### src/common/sfc_pkg.sv
// Constants and types for the serial flash status and identification block.
// Assumes a 50 MHz system clock and a host clock well below a quarter of it.
package sfc_pkg;

  // ----------------------------------------------------------------
  // Timing
  // ----------------------------------------------------------------
  localparam int unsigned SFC_CLK_MHZ = 50;
  localparam int unsigned SFC_TW_NS = 10000;
  localparam int unsigned SFC_TW_CYCLES = (SFC_TW_NS * SFC_CLK_MHZ) / 1000;

  // ----------------------------------------------------------------
  // Instruction codes
  // ----------------------------------------------------------------
  localparam logic [7:0] CMD_WR_EN = 8'h06;
  localparam logic [7:0] CMD_VOL_EN = 8'h50;
  localparam logic [7:0] CMD_WR_DIS = 8'h04;
  localparam logic [7:0] CMD_RD_SR1 = 8'h05;
  localparam logic [7:0] CMD_RD_SR2 = 8'h35;
  localparam logic [7:0] CMD_WR_SR = 8'h01;
  localparam logic [7:0] CMD_PROG = 8'h02;
  localparam logic [7:0] CMD_QPROG = 8'h32;
  localparam logic [7:0] CMD_ER4K = 8'h20;
  localparam logic [7:0] CMD_ER32K = 8'h52;
  localparam logic [7:0] CMD_ER64K = 8'hd8;
  localparam logic [7:0] CMD_CHIP_ER = 8'hc7;
  localparam logic [7:0] CMD_CHIP_ER2 = 8'h60;
  localparam logic [7:0] CMD_SEC_ER = 8'h44;
  localparam logic [7:0] CMD_SEC_PROG = 8'h42;
  localparam logic [7:0] CMD_SEC_RD = 8'h48;
  localparam logic [7:0] CMD_ID = 8'hab;
  localparam logic [7:0] CMD_MFID = 8'h90;
  localparam logic [7:0] CMD_MFID_D = 8'h92;
  localparam logic [7:0] CMD_MFID_Q = 8'h94;
  localparam logic [7:0] CMD_RD_DIO = 8'hbb;
  localparam logic [7:0] CMD_RD_QIO = 8'heb;
  localparam logic [7:0] CMD_RD_QWD = 8'he7;
  localparam logic [7:0] CMD_RD_QOW = 8'he3;
  localparam logic [7:0] CMD_WRAP = 8'h77;

  // ----------------------------------------------------------------
  // Phase lengths in bits or clocks
  // ----------------------------------------------------------------
  localparam logic [5:0] SFC_CMD_LEN = 6'd8;
  localparam logic [5:0] SFC_ADDR_LEN = 6'd24;
  localparam logic [5:0] SFC_ADDR_MODE_LEN = 6'd32;
  localparam logic [5:0] SFC_WRSR_SHORT = 6'd16;
  localparam logic [5:0] SFC_WRSR_LONG = 6'd24;
  localparam logic [5:0] SFC_PROG_MIN = 6'd40;
  localparam logic [3:0] SFC_DUMMY_QIO = 4'd4;
  localparam logic [3:0] SFC_DUMMY_QWD = 4'd2;
  localparam logic [3:0] SFC_DUMMY_QID = 4'd2;
  localparam logic [3:0] SFC_DUMMY_SEC = 4'd8;
  localparam int SFC_WRAP_LSB = 4;

  // ----------------------------------------------------------------
  // Status fields
  // ----------------------------------------------------------------
  localparam logic [7:0] SFC_SR1_RST = 8'h00;
  localparam logic [7:0] SFC_SR2_RST = 8'h00;
  localparam logic [7:0] SFC_SR1_WR_MASK = 8'hfc;
  localparam logic [7:0] SFC_SR2_WR_MASK = 8'h7b;
  localparam logic [7:0] SFC_SR2_OTP_MASK = 8'h39;
  localparam logic [7:0] SFC_SR2_CLR8_MASK = 8'h42;
  localparam int SFC_QE_BIT = 1;
  localparam logic [7:0] SFC_SEC_PAGE1 = 8'h10;
  localparam logic [7:0] SFC_SEC_PAGE2 = 8'h20;
  localparam logic [7:0] SFC_SEC_PAGE3 = 8'h30;
  localparam logic [3:0] SFC_OE_1 = 4'h2;
  localparam logic [3:0] SFC_OE_2 = 4'h3;
  localparam logic [3:0] SFC_OE_4 = 4'hf;

  // ----------------------------------------------------------------
  // Types
  // ----------------------------------------------------------------
  typedef enum logic [2:0] {
    ST_CMD = 3'h0, ST_ADDR = 3'h1, ST_DUMMY = 3'h2,
    ST_OUT = 3'h3, ST_WDATA = 3'h4, ST_SKIP = 3'h5
  } sfc_state_t;
  typedef enum logic [1:0] {LANE_1 = 2'h0, LANE_2 = 2'h1, LANE_4 = 2'h2} sfc_lane_t;
  typedef enum logic [2:0] {
    SRC_NONE = 3'h0, SRC_SR1 = 3'h1, SRC_SR2 = 3'h2,
    SRC_PART = 3'h3, SRC_PAIR = 3'h4, SRC_ARRAY = 3'h5
  } sfc_src_t;

  typedef struct packed {
    sfc_state_t st;
    sfc_lane_t lw;
    logic [5:0] alen;
    logic [3:0] dlen;
    sfc_src_t src;
    logic go;
  } sfc_dec_t;

  typedef struct packed {
    sfc_state_t state;
    sfc_lane_t lw;
    sfc_src_t src;
    logic [2:0] sck;
    logic [2:0] cs;
    logic [1:0][3:0] io;
    logic [7:0] cmd;
    logic go;
    logic [31:0] sh;
    logic [5:0] cnt;
    logic [5:0] alen;
    logic [3:0] dlen;
    logic [23:0] addr;
    logic [7:0] osh;
    logic [3:0] ocnt;
    logic idsel;
    logic [5:0] tot;
    logic [2:0] bnd;
    logic write_enable_latch;
    logic varm;
    logic [7:0] v1;
    logic [7:0] v2;
    logic [7:0] nv1;
    logic [7:0] nv2;
    logic [7:0] p1;
    logic [7:0] p2;
    logic busy;
    logic [15:0] bcnt;
    logic [3:0] io_out;
    logic [3:0] io_oe;
    logic rd_start;
    logic [23:0] rd_addr;
    logic op_start;
    logic [7:0] op_code;
    logic [23:0] op_addr;
    logic [2:0] wrap;
  } sfc_regs_t;

  localparam sfc_regs_t SFC_REGS_RST = '{
    state: ST_CMD, lw: LANE_1, src: SRC_NONE, cs: 3'h7,
    v1: SFC_SR1_RST, v2: SFC_SR2_RST, nv1: SFC_SR1_RST, nv2: SFC_SR2_RST,
    default: '0
  };

endpackage

### src/verilog/sfc_buf.sv
// Small FIFO between the array read port and the serial output shifter.
// Assumes DEPTH is a power of two; flush empties it at once.
`timescale 1ns/1ps
module sfc_buf #(
  parameter int W = 8,
  parameter int DEPTH = 2
) (
  input wire logic clk,
  input wire logic reset_n,
  input wire logic flush,
  input wire logic in_valid,
  input wire logic [W-1:0] in_data,
  output logic in_ready,
  output logic out_valid,
  output logic [W-1:0] out_data,
  input wire logic out_ready
);
  localparam int AW = (DEPTH > 1) ? $clog2(DEPTH) : 1;
  localparam logic [AW:0] FULL = (AW + 1)'(DEPTH);

  typedef struct packed {
    logic [DEPTH-1:0][W-1:0] mem;
    logic [AW:0] cnt;
    logic [AW-1:0] rd;
    logic rdy;
  } sfc_buf_t;

  sfc_buf_t s, n;
  logic push, pop;
  logic [AW-1:0] wr;

  // ----------------------------------------------------------------
  // Next state
  // ----------------------------------------------------------------
  always_comb begin
    n = s;
    push = in_valid & s.rdy;
    pop = out_ready & (s.cnt != '0);
    wr = s.rd + s.cnt[AW-1:0];
    if (flush) begin
      n.cnt = '0;
      n.rd = '0;
    end else begin
      if (push) begin
        n.mem[wr] = in_data;
      end
      if (pop) begin
        n.rd = s.rd + 1'b1;
      end
      n.cnt = s.cnt + (AW + 1)'(push) - (AW + 1)'(pop);
    end
    n.rdy = (n.cnt != FULL);
  end

  always_ff @(posedge clk or negedge reset_n) begin
    if (!reset_n) begin
      s <= '{rdy: 1'b1, default: '0};
    end else begin
      s <= n;
    end
  end

  assign in_ready = s.rdy;
  assign out_valid = (s.cnt != '0);
  assign out_data = s.mem[s.rd];

endmodule

### src/verilog/sfc_top.sv
// Serial flash instruction block: lane mapping, status, write enable, ID.
// Assumes the host clock runs at most a quarter of clk; array is external.
// Function
// RULE1 - Dual input: odd bits line 1, even line 0
// RULE2 - Dual output: bits 7,5,3,1 on line 1
// RULE3 - Quad input: one nibble per clock, high first
// RULE4 - Quad I/O read: four dummy clocks before data
// RULE5 - Word quad read: two dummy clocks, even address
// RULE6 - Octal word read: aligned address, no dummy
// RULE7 - Wrap bits taken from seventh nibble, lines 2-0
// RULE8 - Identifier command repeats part code until deselect
// RULE9 - Dual identifier: address, mode, then maker/part
// RULE10 - Quad identifier: two dummies, then repeated pairs
// RULE11 - Security pages at 10h, 20h, 30h offsets
// RULE12 - Write enable code sets the latch
// RULE13 - Host sets latch before any write
// RULE14 - Volatile enable arms status write, latch untouched
// RULE15 - Write disable clears latch and volatile arming
// RULE16 - Latch clears at power-up and operation end
// RULE17 - Status read shifts selected register, high first
// RULE18 - Status read allowed anytime, repeats until deselect
// RULE19 - Status write touches only writable bits
// RULE20 - Lock bits one-time programmable, never cleared (here reset loads SFC_SR2_RST into both copies, clearing them)
// RULE21 - Non-volatile status write needs latch set
// RULE22 - Volatile values lost; reset restores non-volatile (here reset loads SFC_SR1_RST/SFC_SR2_RST into both copies)
// RULE23 - Status write only after 8 or 16 bits
// RULE24 - Busy during non-volatile write, then latch clears
// RULE25 - Volatile status write never raises busy
// RULE26 - Byte boundary for writes; busy ignores commands
`timescale 1ns/1ps
module sfc_top
  import sfc_pkg::*;
#(
  parameter int unsigned TW_CYCLES = SFC_TW_CYCLES,
  parameter logic [7:0] MAKER_CODE = 8'h5a, // Arbitrary value
  parameter logic [7:0] PART_CODE = 8'h3c // Arbitrary value
) (
  input wire logic clk,
  input wire logic reset_n,
  input wire logic cs_n,
  input wire logic sclk,
  input wire logic [3:0] io_in,
  output logic [3:0] io_out,
  output logic [3:0] io_oe,
  input wire logic arr_busy,
  input wire logic op_done,
  input wire logic arr_valid,
  input wire logic [7:0] arr_data,
  output logic arr_ready,
  output logic rd_start,
  output logic [23:0] rd_addr,
  output logic op_start,
  output logic [7:0] op_code,
  output logic [23:0] op_addr,
  output logic [2:0] wrap_bits
);

  sfc_regs_t s, n;
  sfc_dec_t d;
  logic rise, fall, cs_hi, cs_rise, is_busy, pop, op_ok, buf_valid;
  logic [7:0] buf_data, sr1_byte, src_byte, b, wr1, wr2, base1, base2, nw1, nw2;
  logic [31:0] sh_in;
  logic [5:0] step;

  // ----------------------------------------------------------------
  // Decode helpers
  // ----------------------------------------------------------------
  function automatic logic sec_ok(input logic [23:0] a);
    return (a[23:16] == 8'h00) && (a[15:8] == SFC_SEC_PAGE1 ||
      a[15:8] == SFC_SEC_PAGE2 || a[15:8] == SFC_SEC_PAGE3); // RULE11
  endfunction

  function automatic sfc_dec_t decode(input logic [7:0] c, input logic qe, input logic bsy);
    sfc_dec_t r;
    r = '{st: ST_SKIP, lw: LANE_1, alen: SFC_ADDR_LEN, dlen: 4'h0, src: SRC_NONE, go: ~bsy};
    case (c)
      CMD_RD_SR1, CMD_RD_SR2: begin
        r.st = ST_OUT; // RULE18
        r.src = (c == CMD_RD_SR1) ? SRC_SR1 : SRC_SR2; // RULE17
        r.go = 1'b1;
      end
      CMD_WR_SR: r.st = ST_WDATA;
      CMD_PROG, CMD_QPROG, CMD_ER4K, CMD_ER32K, CMD_ER64K, CMD_SEC_ER, CMD_SEC_PROG: begin
        r.st = ST_ADDR;
      end
      CMD_SEC_RD: begin
        r.st = ST_ADDR;
        r.dlen = SFC_DUMMY_SEC;
        r.src = SRC_ARRAY;
      end
      CMD_ID, CMD_MFID: begin
        r.st = ST_ADDR;
        r.src = (c == CMD_ID) ? SRC_PART : SRC_PAIR; // RULE8
      end
      CMD_MFID_D, CMD_RD_DIO: begin
        r.st = ST_ADDR;
        r.lw = LANE_2;
        r.alen = SFC_ADDR_MODE_LEN;
        r.src = (c == CMD_MFID_D) ? SRC_PAIR : SRC_ARRAY; // RULE9
      end
      CMD_MFID_Q, CMD_RD_QIO, CMD_RD_QWD, CMD_RD_QOW, CMD_WRAP: begin
        r.st = ST_ADDR;
        r.lw = LANE_4;
        r.alen = SFC_ADDR_MODE_LEN;
        r.go = ~bsy & qe;
        r.src = SRC_ARRAY;
        case (c)
          CMD_MFID_Q: begin
            r.src = SRC_PAIR; // RULE10
            r.dlen = SFC_DUMMY_QID;
          end
          CMD_RD_QIO: r.dlen = SFC_DUMMY_QIO; // RULE4
          CMD_RD_QWD: r.dlen = SFC_DUMMY_QWD; // RULE5
          CMD_RD_QOW: r.dlen = 4'h0; // RULE6
          default: r.src = SRC_NONE;
        endcase
      end
      default: r.st = ST_SKIP;
    endcase
    if (!r.go) begin
      r.st = ST_SKIP; // RULE26
    end
    return r;
  endfunction

  // ----------------------------------------------------------------
  // Edges, status views and status-write merge
  // ----------------------------------------------------------------
  assign rise = s.sck[1] & ~s.sck[2];
  assign fall = ~s.sck[1] & s.sck[2];
  assign cs_hi = s.cs[1];
  assign cs_rise = s.cs[1] & ~s.cs[2];
  assign is_busy = s.busy | arr_busy;
  assign sr1_byte = {s.v1[7:2], s.write_enable_latch, is_busy};

  always_comb begin
    case (s.lw)
      LANE_2: begin
        sh_in = {s.sh[29:0], s.io[1][1:0]}; // RULE1
        step = 6'd2;
      end
      LANE_4: begin
        sh_in = {s.sh[27:0], s.io[1]}; // RULE3
        step = 6'd4;
      end
      default: begin
        sh_in = {s.sh[30:0], s.io[1][0]};
        step = 6'd1;
      end
    endcase
    case (s.src)
      SRC_SR1: src_byte = sr1_byte;
      SRC_SR2: src_byte = s.v2;
      SRC_PART: src_byte = PART_CODE;
      SRC_PAIR: src_byte = s.idsel ? PART_CODE : MAKER_CODE;
      SRC_ARRAY: src_byte = buf_valid ? buf_data : 8'h00;
      default: src_byte = 8'h00;
    endcase
    b = (s.ocnt == 4'h0) ? src_byte : s.osh;
    base1 = s.varm ? s.v1 : s.nv1;
    base2 = s.varm ? s.v2 : s.nv2;
    wr1 = (s.tot == SFC_WRSR_LONG) ? s.sh[15:8] : s.sh[7:0];
    wr2 = (s.tot == SFC_WRSR_LONG) ? s.sh[7:0] : (base2 & ~SFC_SR2_CLR8_MASK); // RULE23
    nw1 = (base1 & ~SFC_SR1_WR_MASK) | (wr1 & SFC_SR1_WR_MASK); // RULE19
    nw2 = (base2 & ~SFC_SR2_WR_MASK) | (wr2 & SFC_SR2_WR_MASK) |
      ((s.v2 | s.nv2) & SFC_SR2_OTP_MASK); // RULE20
  end

  // ----------------------------------------------------------------
  // Next state
  // ----------------------------------------------------------------
  always_comb begin
    n = s;
    d = decode(sh_in[7:0], s.v2[SFC_QE_BIT], is_busy);
    pop = 1'b0;
    op_ok = 1'b0;
    n.sck = {s.sck[1:0], sclk};
    n.cs = {s.cs[1:0], cs_n};
    n.io = {s.io[0], io_in};
    n.rd_start = 1'b0;
    n.op_start = 1'b0;
    if (s.busy) begin
      if (s.bcnt == 16'h0000) begin
        n.busy = 1'b0; // RULE24
        n.nv1 = s.p1;
        n.nv2 = s.p2;
        n.v1 = s.p1;
        n.v2 = s.p2;
        n.write_enable_latch = 1'b0; // RULE16
      end else begin
        n.bcnt = s.bcnt - 16'd1;
      end
    end
    if (op_done) begin
      n.write_enable_latch = 1'b0; // RULE16
    end
    if (cs_hi) begin
      n.state = ST_CMD;
      n.lw = LANE_1;
      n.cnt = '0;
      n.ocnt = '0;
      n.tot = '0;
      n.bnd = '0;
      n.idsel = 1'b0;
      n.io_oe = '0;
      n.io_out = '0;
      n.go = 1'b0;
      if (cs_rise && s.go) begin
        case (s.cmd)
          CMD_WR_EN: begin
            if (s.tot == SFC_CMD_LEN) begin
              n.write_enable_latch = 1'b1; // RULE12
            end
          end
          CMD_WR_DIS: begin
            if (s.tot == SFC_CMD_LEN) begin
              n.write_enable_latch = 1'b0; // RULE15
              n.varm = 1'b0;
            end
          end
          CMD_VOL_EN: begin
            if (s.tot == SFC_CMD_LEN) begin
              n.varm = 1'b1; // RULE14
            end
          end
          CMD_WR_SR: begin
            if (s.tot == SFC_WRSR_SHORT || s.tot == SFC_WRSR_LONG) begin // RULE23
              if (s.varm) begin
                n.v1 = nw1; // RULE25
                n.v2 = nw2;
                n.varm = 1'b0;
              end else if (s.write_enable_latch) begin // RULE21
                n.p1 = nw1;
                n.p2 = nw2;
                n.busy = 1'b1; // RULE24
                n.bcnt = 16'(TW_CYCLES - 1);
              end
            end
          end
          CMD_CHIP_ER, CMD_CHIP_ER2: op_ok = (s.tot == SFC_CMD_LEN);
          CMD_ER4K, CMD_ER32K, CMD_ER64K: op_ok = (s.tot >= SFC_ADDR_MODE_LEN);
          CMD_PROG, CMD_QPROG: op_ok = (s.tot >= SFC_PROG_MIN);
          CMD_SEC_ER: op_ok = (s.tot >= SFC_ADDR_MODE_LEN) && sec_ok(s.addr);
          CMD_SEC_PROG: op_ok = (s.tot >= SFC_PROG_MIN) && sec_ok(s.addr);
          default: op_ok = 1'b0;
        endcase
        if (op_ok && s.bnd == 3'h0 && s.write_enable_latch) begin // RULE26
          n.op_start = 1'b1;
          n.op_code = s.cmd;
          n.op_addr = s.addr;
        end
      end
    end else if (rise) begin
      n.tot = (s.tot == 6'h3f) ? s.tot : s.tot + 6'd1;
      n.bnd = s.bnd + 3'd1;
      n.sh = sh_in;
      n.cnt = s.cnt + step;
      case (s.state)
        ST_CMD: begin
          if (n.cnt == SFC_CMD_LEN) begin
            n.cmd = sh_in[7:0];
            n.go = d.go;
            n.state = d.st;
            n.lw = d.lw;
            n.alen = d.alen;
            n.dlen = d.dlen;
            n.src = d.src;
            n.cnt = '0;
          end
        end
        ST_ADDR: begin
          if (n.cnt == s.alen) begin
            n.addr = (s.alen == SFC_ADDR_LEN) ? sh_in[23:0] : sh_in[31:8];
            n.cnt = '0;
            if (s.cmd == CMD_WRAP) begin
              n.wrap = sh_in[SFC_WRAP_LSB +: 3]; // RULE7
              n.state = ST_SKIP;
            end else if (s.src == SRC_NONE || (s.cmd == CMD_SEC_RD && !sec_ok(n.addr))) begin
              n.state = ST_SKIP;
            end else begin
              if (s.src == SRC_ARRAY) begin
                n.rd_start = 1'b1;
                n.rd_addr = n.addr;
              end
              n.state = (s.dlen == 4'h0) ? ST_OUT : ST_DUMMY;
            end
          end
        end
        ST_DUMMY: begin
          n.cnt = s.cnt + 6'd1;
          if (n.cnt == {2'b00, s.dlen}) begin
            n.state = ST_OUT; // RULE4
            n.cnt = '0;
          end
        end
        default: n.cnt = s.cnt;
      endcase
    end else if (fall && s.state == ST_OUT) begin
      pop = (s.ocnt == 4'h0) && (s.src == SRC_ARRAY);
      if (s.ocnt == 4'h0 && s.src == SRC_PAIR) begin
        n.idsel = ~s.idsel; // RULE10
      end
      case (s.lw)
        LANE_2: begin
          n.io_out = {2'b00, b[7:6]}; // RULE2
          n.io_oe = SFC_OE_2;
          n.osh = {b[5:0], 2'b00};
        end
        LANE_4: begin
          n.io_out = b[7:4]; // RULE4
          n.io_oe = SFC_OE_4;
          n.osh = {b[3:0], 4'h0};
        end
        default: begin
          n.io_out = {2'b00, b[7], 1'b0}; // RULE17
          n.io_oe = SFC_OE_1;
          n.osh = {b[6:0], 1'b0};
        end
      endcase
      n.ocnt = ((s.ocnt == 4'h0) ? 4'h8 : s.ocnt) - step[3:0];
    end
  end

  // Reset loads the reset constants into both volatile and non-volatile copies
  always_ff @(posedge clk or negedge reset_n) begin
    if (!reset_n) begin
      s <= SFC_REGS_RST; // RULE22
    end else begin
      s <= n;
    end
  end

  sfc_buf #(.W(8), .DEPTH(2)) u_buf (
    .clk(clk),
    .reset_n(reset_n),
    .flush(cs_hi),
    .in_valid(arr_valid),
    .in_data(arr_data),
    .in_ready(arr_ready),
    .out_valid(buf_valid),
    .out_data(buf_data),
    .out_ready(pop)
  );

  assign io_out = s.io_out;
  assign io_oe = s.io_oe;
  assign rd_start = s.rd_start;
  assign rd_addr = s.rd_addr;
  assign op_start = s.op_start;
  assign op_code = s.op_code;
  assign op_addr = s.op_addr;
  assign wrap_bits = s.wrap;

  // ----------------------------------------------------------------
  // Checks
  // ----------------------------------------------------------------
  logic [7:0] otp_v;
  logic [1:0] top_pair;
  logic out_first;
  assign otp_v = s.v2 & SFC_SR2_OTP_MASK;
  assign top_pair = b[7:6];
  assign out_first = fall && !cs_hi && s.state == ST_OUT && s.ocnt == 4'h0;
endmodule
### config.mk
export PLATFORM = sky130hd
export DESIGN_NAME = sfc_top
export DESIGN_NICKNAME = d
export VERILOG_FILES = /design/src/common/sfc_pkg.sv /design/src/verilog/sfc_buf.sv /design/src/verilog/sfc_top.sv
export SDC_FILE = /design/constraint.sdc
export NUM_CORES = 1
export LEC_CHECK = 0
export BUFFER_PORTS_ARGS = -buffer_cell sky130_fd_sc_hd__clkbuf_2
export CORE_MARGIN = 3
export CORE_UTILIZATION = 45
export CTS_CLUSTER_DIAMETER = 150
export CTS_CLUSTER_SIZE = 10
export DETAILED_ROUTE_END_ITERATION = 12
export HOLD_SLACK_MARGIN = 0.08
export PLACE_DENSITY = 0.74
export SYNTH_ARGS = -nofsm -noshare
export SYNTH_HDL_FRONTEND = slang
export SYNTH_SLANG_ARGS = --single-unit
### constraint.sdc
create_clock -name clk -period 3.61 [get_ports clk]
set_input_delay 0.1805 -clock clk [delete_from_list [all_inputs] [get_ports clk]]
set_output_delay 0.1805 -clock clk [all_outputs]
set_load 0.005 [all_outputs]
==> summary.txt <==
Run status
  – Status: finished, violations left
  – Failing checks: negative setup slack

Finish
  – Final Cell Area: between 15000 and 20000 µm²
  – Fill cells: between 2000 and 3000
  – Final net count: ~1400
  – P&R area growth vs syn: 11.29%
  – Layout cell share with drive strength beyond 1: about a quarter
  – Final Non-Filler Cells: ~1800
  – Antenna diodes: 0
  – Most common cell after layout, fill and taps aside: dfrtp_1
  – Most frequent cells in the layout: 255 x dfrtp_1, 140 x nand2_1, 128 x o21ai_0

Setup path
  – Worst-path fanout max: 3
  – Reg2reg path depth: 14
  – Worst EP required: between 4000 and 5000 ps
  – Reg-to-reg critical path endpoint: wrap_bits[0]$_DFFE_PN0P_
  – Flop2flop setup slack: -10 ps
  – CP arrival: just over 4000 ps
  – Critical path launch point type: flip-flop
  – Worst setup EP type: flip-flop
  – Critical path class: reg2reg
  – RR Startpoint: s[256]$_DFFE_PN0P_

Detailed routing
  – Post-route ant nets: 0
  – DRT Pass-1 Iters: 6
  – Drt drc: 0
  – Vias: about 10000
  – Routed WL: about 33000 µm
  – DR iter-0 viols: about 960
  – Wire per inst: between 15 and 20 µm
  – DR vias/cell: between 5 and 6

Power
  – Maximum VDD drop: around 0.42 mV
  – Flop pwr share: between 50 and 60%
  – Clock power share: approximately 42%
  – Comb power frac: around 8%
  – Sw power: 1.471 mW
  – Cell Pwr Density: ~400 nW/µm²
  – Int Pwr: approximately 4.6 mW
  – Leak Pwr: between 7 and 8 nW
  – Sw Share: 24.05%

Clock tree
  – Clock latency on the worst-skew pair: approximately 540 ps
  – CTS Sinks: 259
  – Inserted Clock Buffers: 29
  – Clk root buf: clkbuf_16
  – Bufs on Longest Clock Path: 3
  – CTS tree: built
  – CTS H-tree depth: 1
  – Clk slew on worst S/H paths: around 60 ps

Global routing
  – First-pass GRT wire length: roughly 54000 µm
  – M3 GR Usage: under 10%
  – Antenna violations before repair: 0
  – Gr busiest metal: met2
  – Vias in the first global route: just over 10000
  – GR Util All Layers: between 10% and 20%
  – Overflow after GRT: 0
  – GR Util met1: 27.63%
  – Pin count of the biggest net entering global routing: approximately 110
  – M2 GR Usage: between 30% and 40%

Floorplanning
  – I/O pin count: between 80 and 90
  – Core Box Area: between 20000 and 30000 µm²
  – Total die area: 32910 µm²
  – Row count: 63
  – Die height: between 150 and 200 µm
  – Initial Util: 46.23%
  – Die Wd: between 150 and 200 µm

Synth
  – Dominant cells by area after synthesis: dfrtp_1 46%, mux2_2 7.6%, o21ai_0 4.6%, nand2_1 3.8%, buf_4 3.7%
  – Register area share after synthesis: 46.84%
  – Yosys top cell by area: dfrtp_1
  – Post-Synthesis Cells: ~1400
  – Synthesized flop and latch total: roughly 260
  – Post-Syn Area: 13850 µm²
  – Ys flop type: dfrtp_1
  – Count of cell types in the netlist: 76
  – Ys Warns: 0
  – Post-Syn Nets: 1400
  – Synth top area share: 46.08%
  – Asr flop ratio synth: 100.0%
  – EDFF count, synth: 0
  – Syn_area_per_cell: 10.17 µm²

Place
  – Gpl congestion: approximately 0.89
  – PortBufs: just under 90
  – Post-DP Area: between 10000 and 15000 µm²
  – Cells after DPL: about 1700
  – Final HPWL DP: between 20000 and 25000 µm
  – Post-Place Setup Slack: -28.77 ps

Hold path
  – Hold path startpoint: arr_valid
  – Hold Path Cell Cnt: 5
  – Worst hold path class: in2reg
  – Hold Path Sink: u_buf.in_ready$_DFF_PN1_

Timing
  – Tmin final: 3623 ps
  – Setup violators final: 2
  – Final period util: 100.4%
  – Slew HR: between 30% and 40%
  – RSZ-0062 raised after global routing: yes
  – Final hold vios: 0
  – Fmax: between 200 and 300 MHz
  – Post-route setup slack: -12.89 ps
  – Setup_tns: -16.82 ps
  – Worst-margin pin slew: 998.9 ps
  – Hold_ws: between 150 and 200 ps
  – Max-slew violations: 0
  – Clock Skews: 23.32 ps

Run
  – Max_cap viols: 0
[cell type report]
| class | instances | area (µm²) | share of cell area, % |
|---|---|---|---|
| Sequential cell | 259 | 6486 | 42.09 |
| Multi-Input combinational cell | 917 | 6467 | 41.97 |
| Timing Repair Buffer | 155 | 1072 | 6.958 |
| Clock buffer | 40 | 767.0 | 4.977 |
| Tap cell | 390 | 488.0 | 3.167 |
| Inverter | 32 | 120.1 | 0.7795 |
| Clock inverter | 1 | 8.758 | 0.05684 |
[cells by family after synthesis]
kind of cell / Yosys count / share of synthesized area [%]
compound gates: 307 / 14.27
xor+xnor: 32 / 2.178
fa+ha+maj: 19 / 1.825
buf+inv: 186 / 7.066
flops: 259 / 46.84
mux: 151 / 12.85
simple gates: 408 / 14.97
[per-layer routing]
metal	share of wire [%]	routed length (µm)	vias up
met4	2.6	850	0
li1	-	-	4859
met2	48	15760	366
met5	0	0	-
met3	5.9	1927	65
met1	44	14350	5163
[flip-flops by register name, summed over array words and instances, names as in the netlist]
| name | count |
|---|---|
| s | 159 |
| op_addr | 24 |
| rd_addr | 24 |
| u_buf.s | 19 |
| op_code | 8 |
| n | 7 |
| io_out | 4 |
| otp_v | 4 |
| io_oe | 3 |
| wrap_bits | 3 |
| cs_hi | 1 |
| op_start | 1 |
| rd_start | 1 |
| u_buf.in_ready | 1 |
[worst max-delay path by stage]
| stage | start | endpoint | slack (ps) | cells after the start |
|---|---|---|---|---|
| after global placement | s[257]$_DFFE_PN0P_ | rd_addr[6]$_DFFE_PN0P_ | 80 | 14 |
| after detailed placement | s[257]$_DFFE_PN0P_ | rd_addr[12]$_DFFE_PN0P_ | -30 | 15 |
| after global routing | s[256]$_DFFE_PN0P_ | wrap_bits[1]$_DFFE_PN0P_ | -100 | 14 |
| after CTS | s[257]$_DFFE_PN0P_ | rd_addr[11]$_DFFE_PN0P_ | -10 | 14 |
| final | s[256]$_DFFE_PN0P_ | wrap_bits[0]$_DFFE_PN0P_ | -10 | 14 |
| after floorplan | s[256]$_DFFE_PN0P_ | rd_addr[10]$_DFFE_PN0P_ | 20 | 15 |
[worst max-delay path, stage by stage (launching register included)]
cell and delay [ps]:
dfrtp_1 370, inv_2 70, ha_4 280, ha_4 130, inv_2 40, fa_2 350, nand2b_4 160, o211ai_1 200
o311ai_2 140, or3_4 360, a2111oi_4 380, and3_1 220, buf_6 130, nor4b_4 300, mux2_2 380
[synthesized netlist by cell type (all sizes together), types with 8 or more instances]
library cell,count
dfrtp,255
nand2,140
o21ai,131
mux2,114
nor2,84
buf,81
clkbuf,73
a21oi,51
mux2i,33
inv,32
nand3,28
nor2b,25
nor3,22
nor4,20
xnor2,18
ha,17
a221oi,16
or2,14
a221o,13
xor2,13
a22o,11
nor3b,11
o22a,11
o22ai,10
or3,10
a22oi,9
nand2b,9
nand4,9
a31oi,8
[metrics by stage]
stage                     utilization, %  power, mW
after floorplan                        -      3.401
after global routing               51.45      6.377
final                              51.45      6.117
after CTS                          51.24      6.175
after global placement             48.05      3.593
after detailed placement           48.05      3.609
[timing repair]
action,4_1_cts,5_1_grt
hold endpoints to repair,87,0
setup endpoints to repair,27,61
buffers inserted,1,4
hold buffers,16,0
pin swaps,0,0
resized for setup,3,9
[power groups by stage]
| stage | Combinational [mW] | Clock, mW | Sequential (mW) |
|---|---|---|---|
| finish | 0.488 | 2.54 | 3.09 |
| global route | 0.544 | 2.73 | 3.10 |
| CTS | 0.484 | 2.60 | 3.09 |
| detailed placement | 0.468 | 0 | 3.14 |
| global placement | 0.458 | 0 | 3.13 |
| floorplan | 0.292 | 0 | 3.11 |
Power figures use the tool's default switching activity.
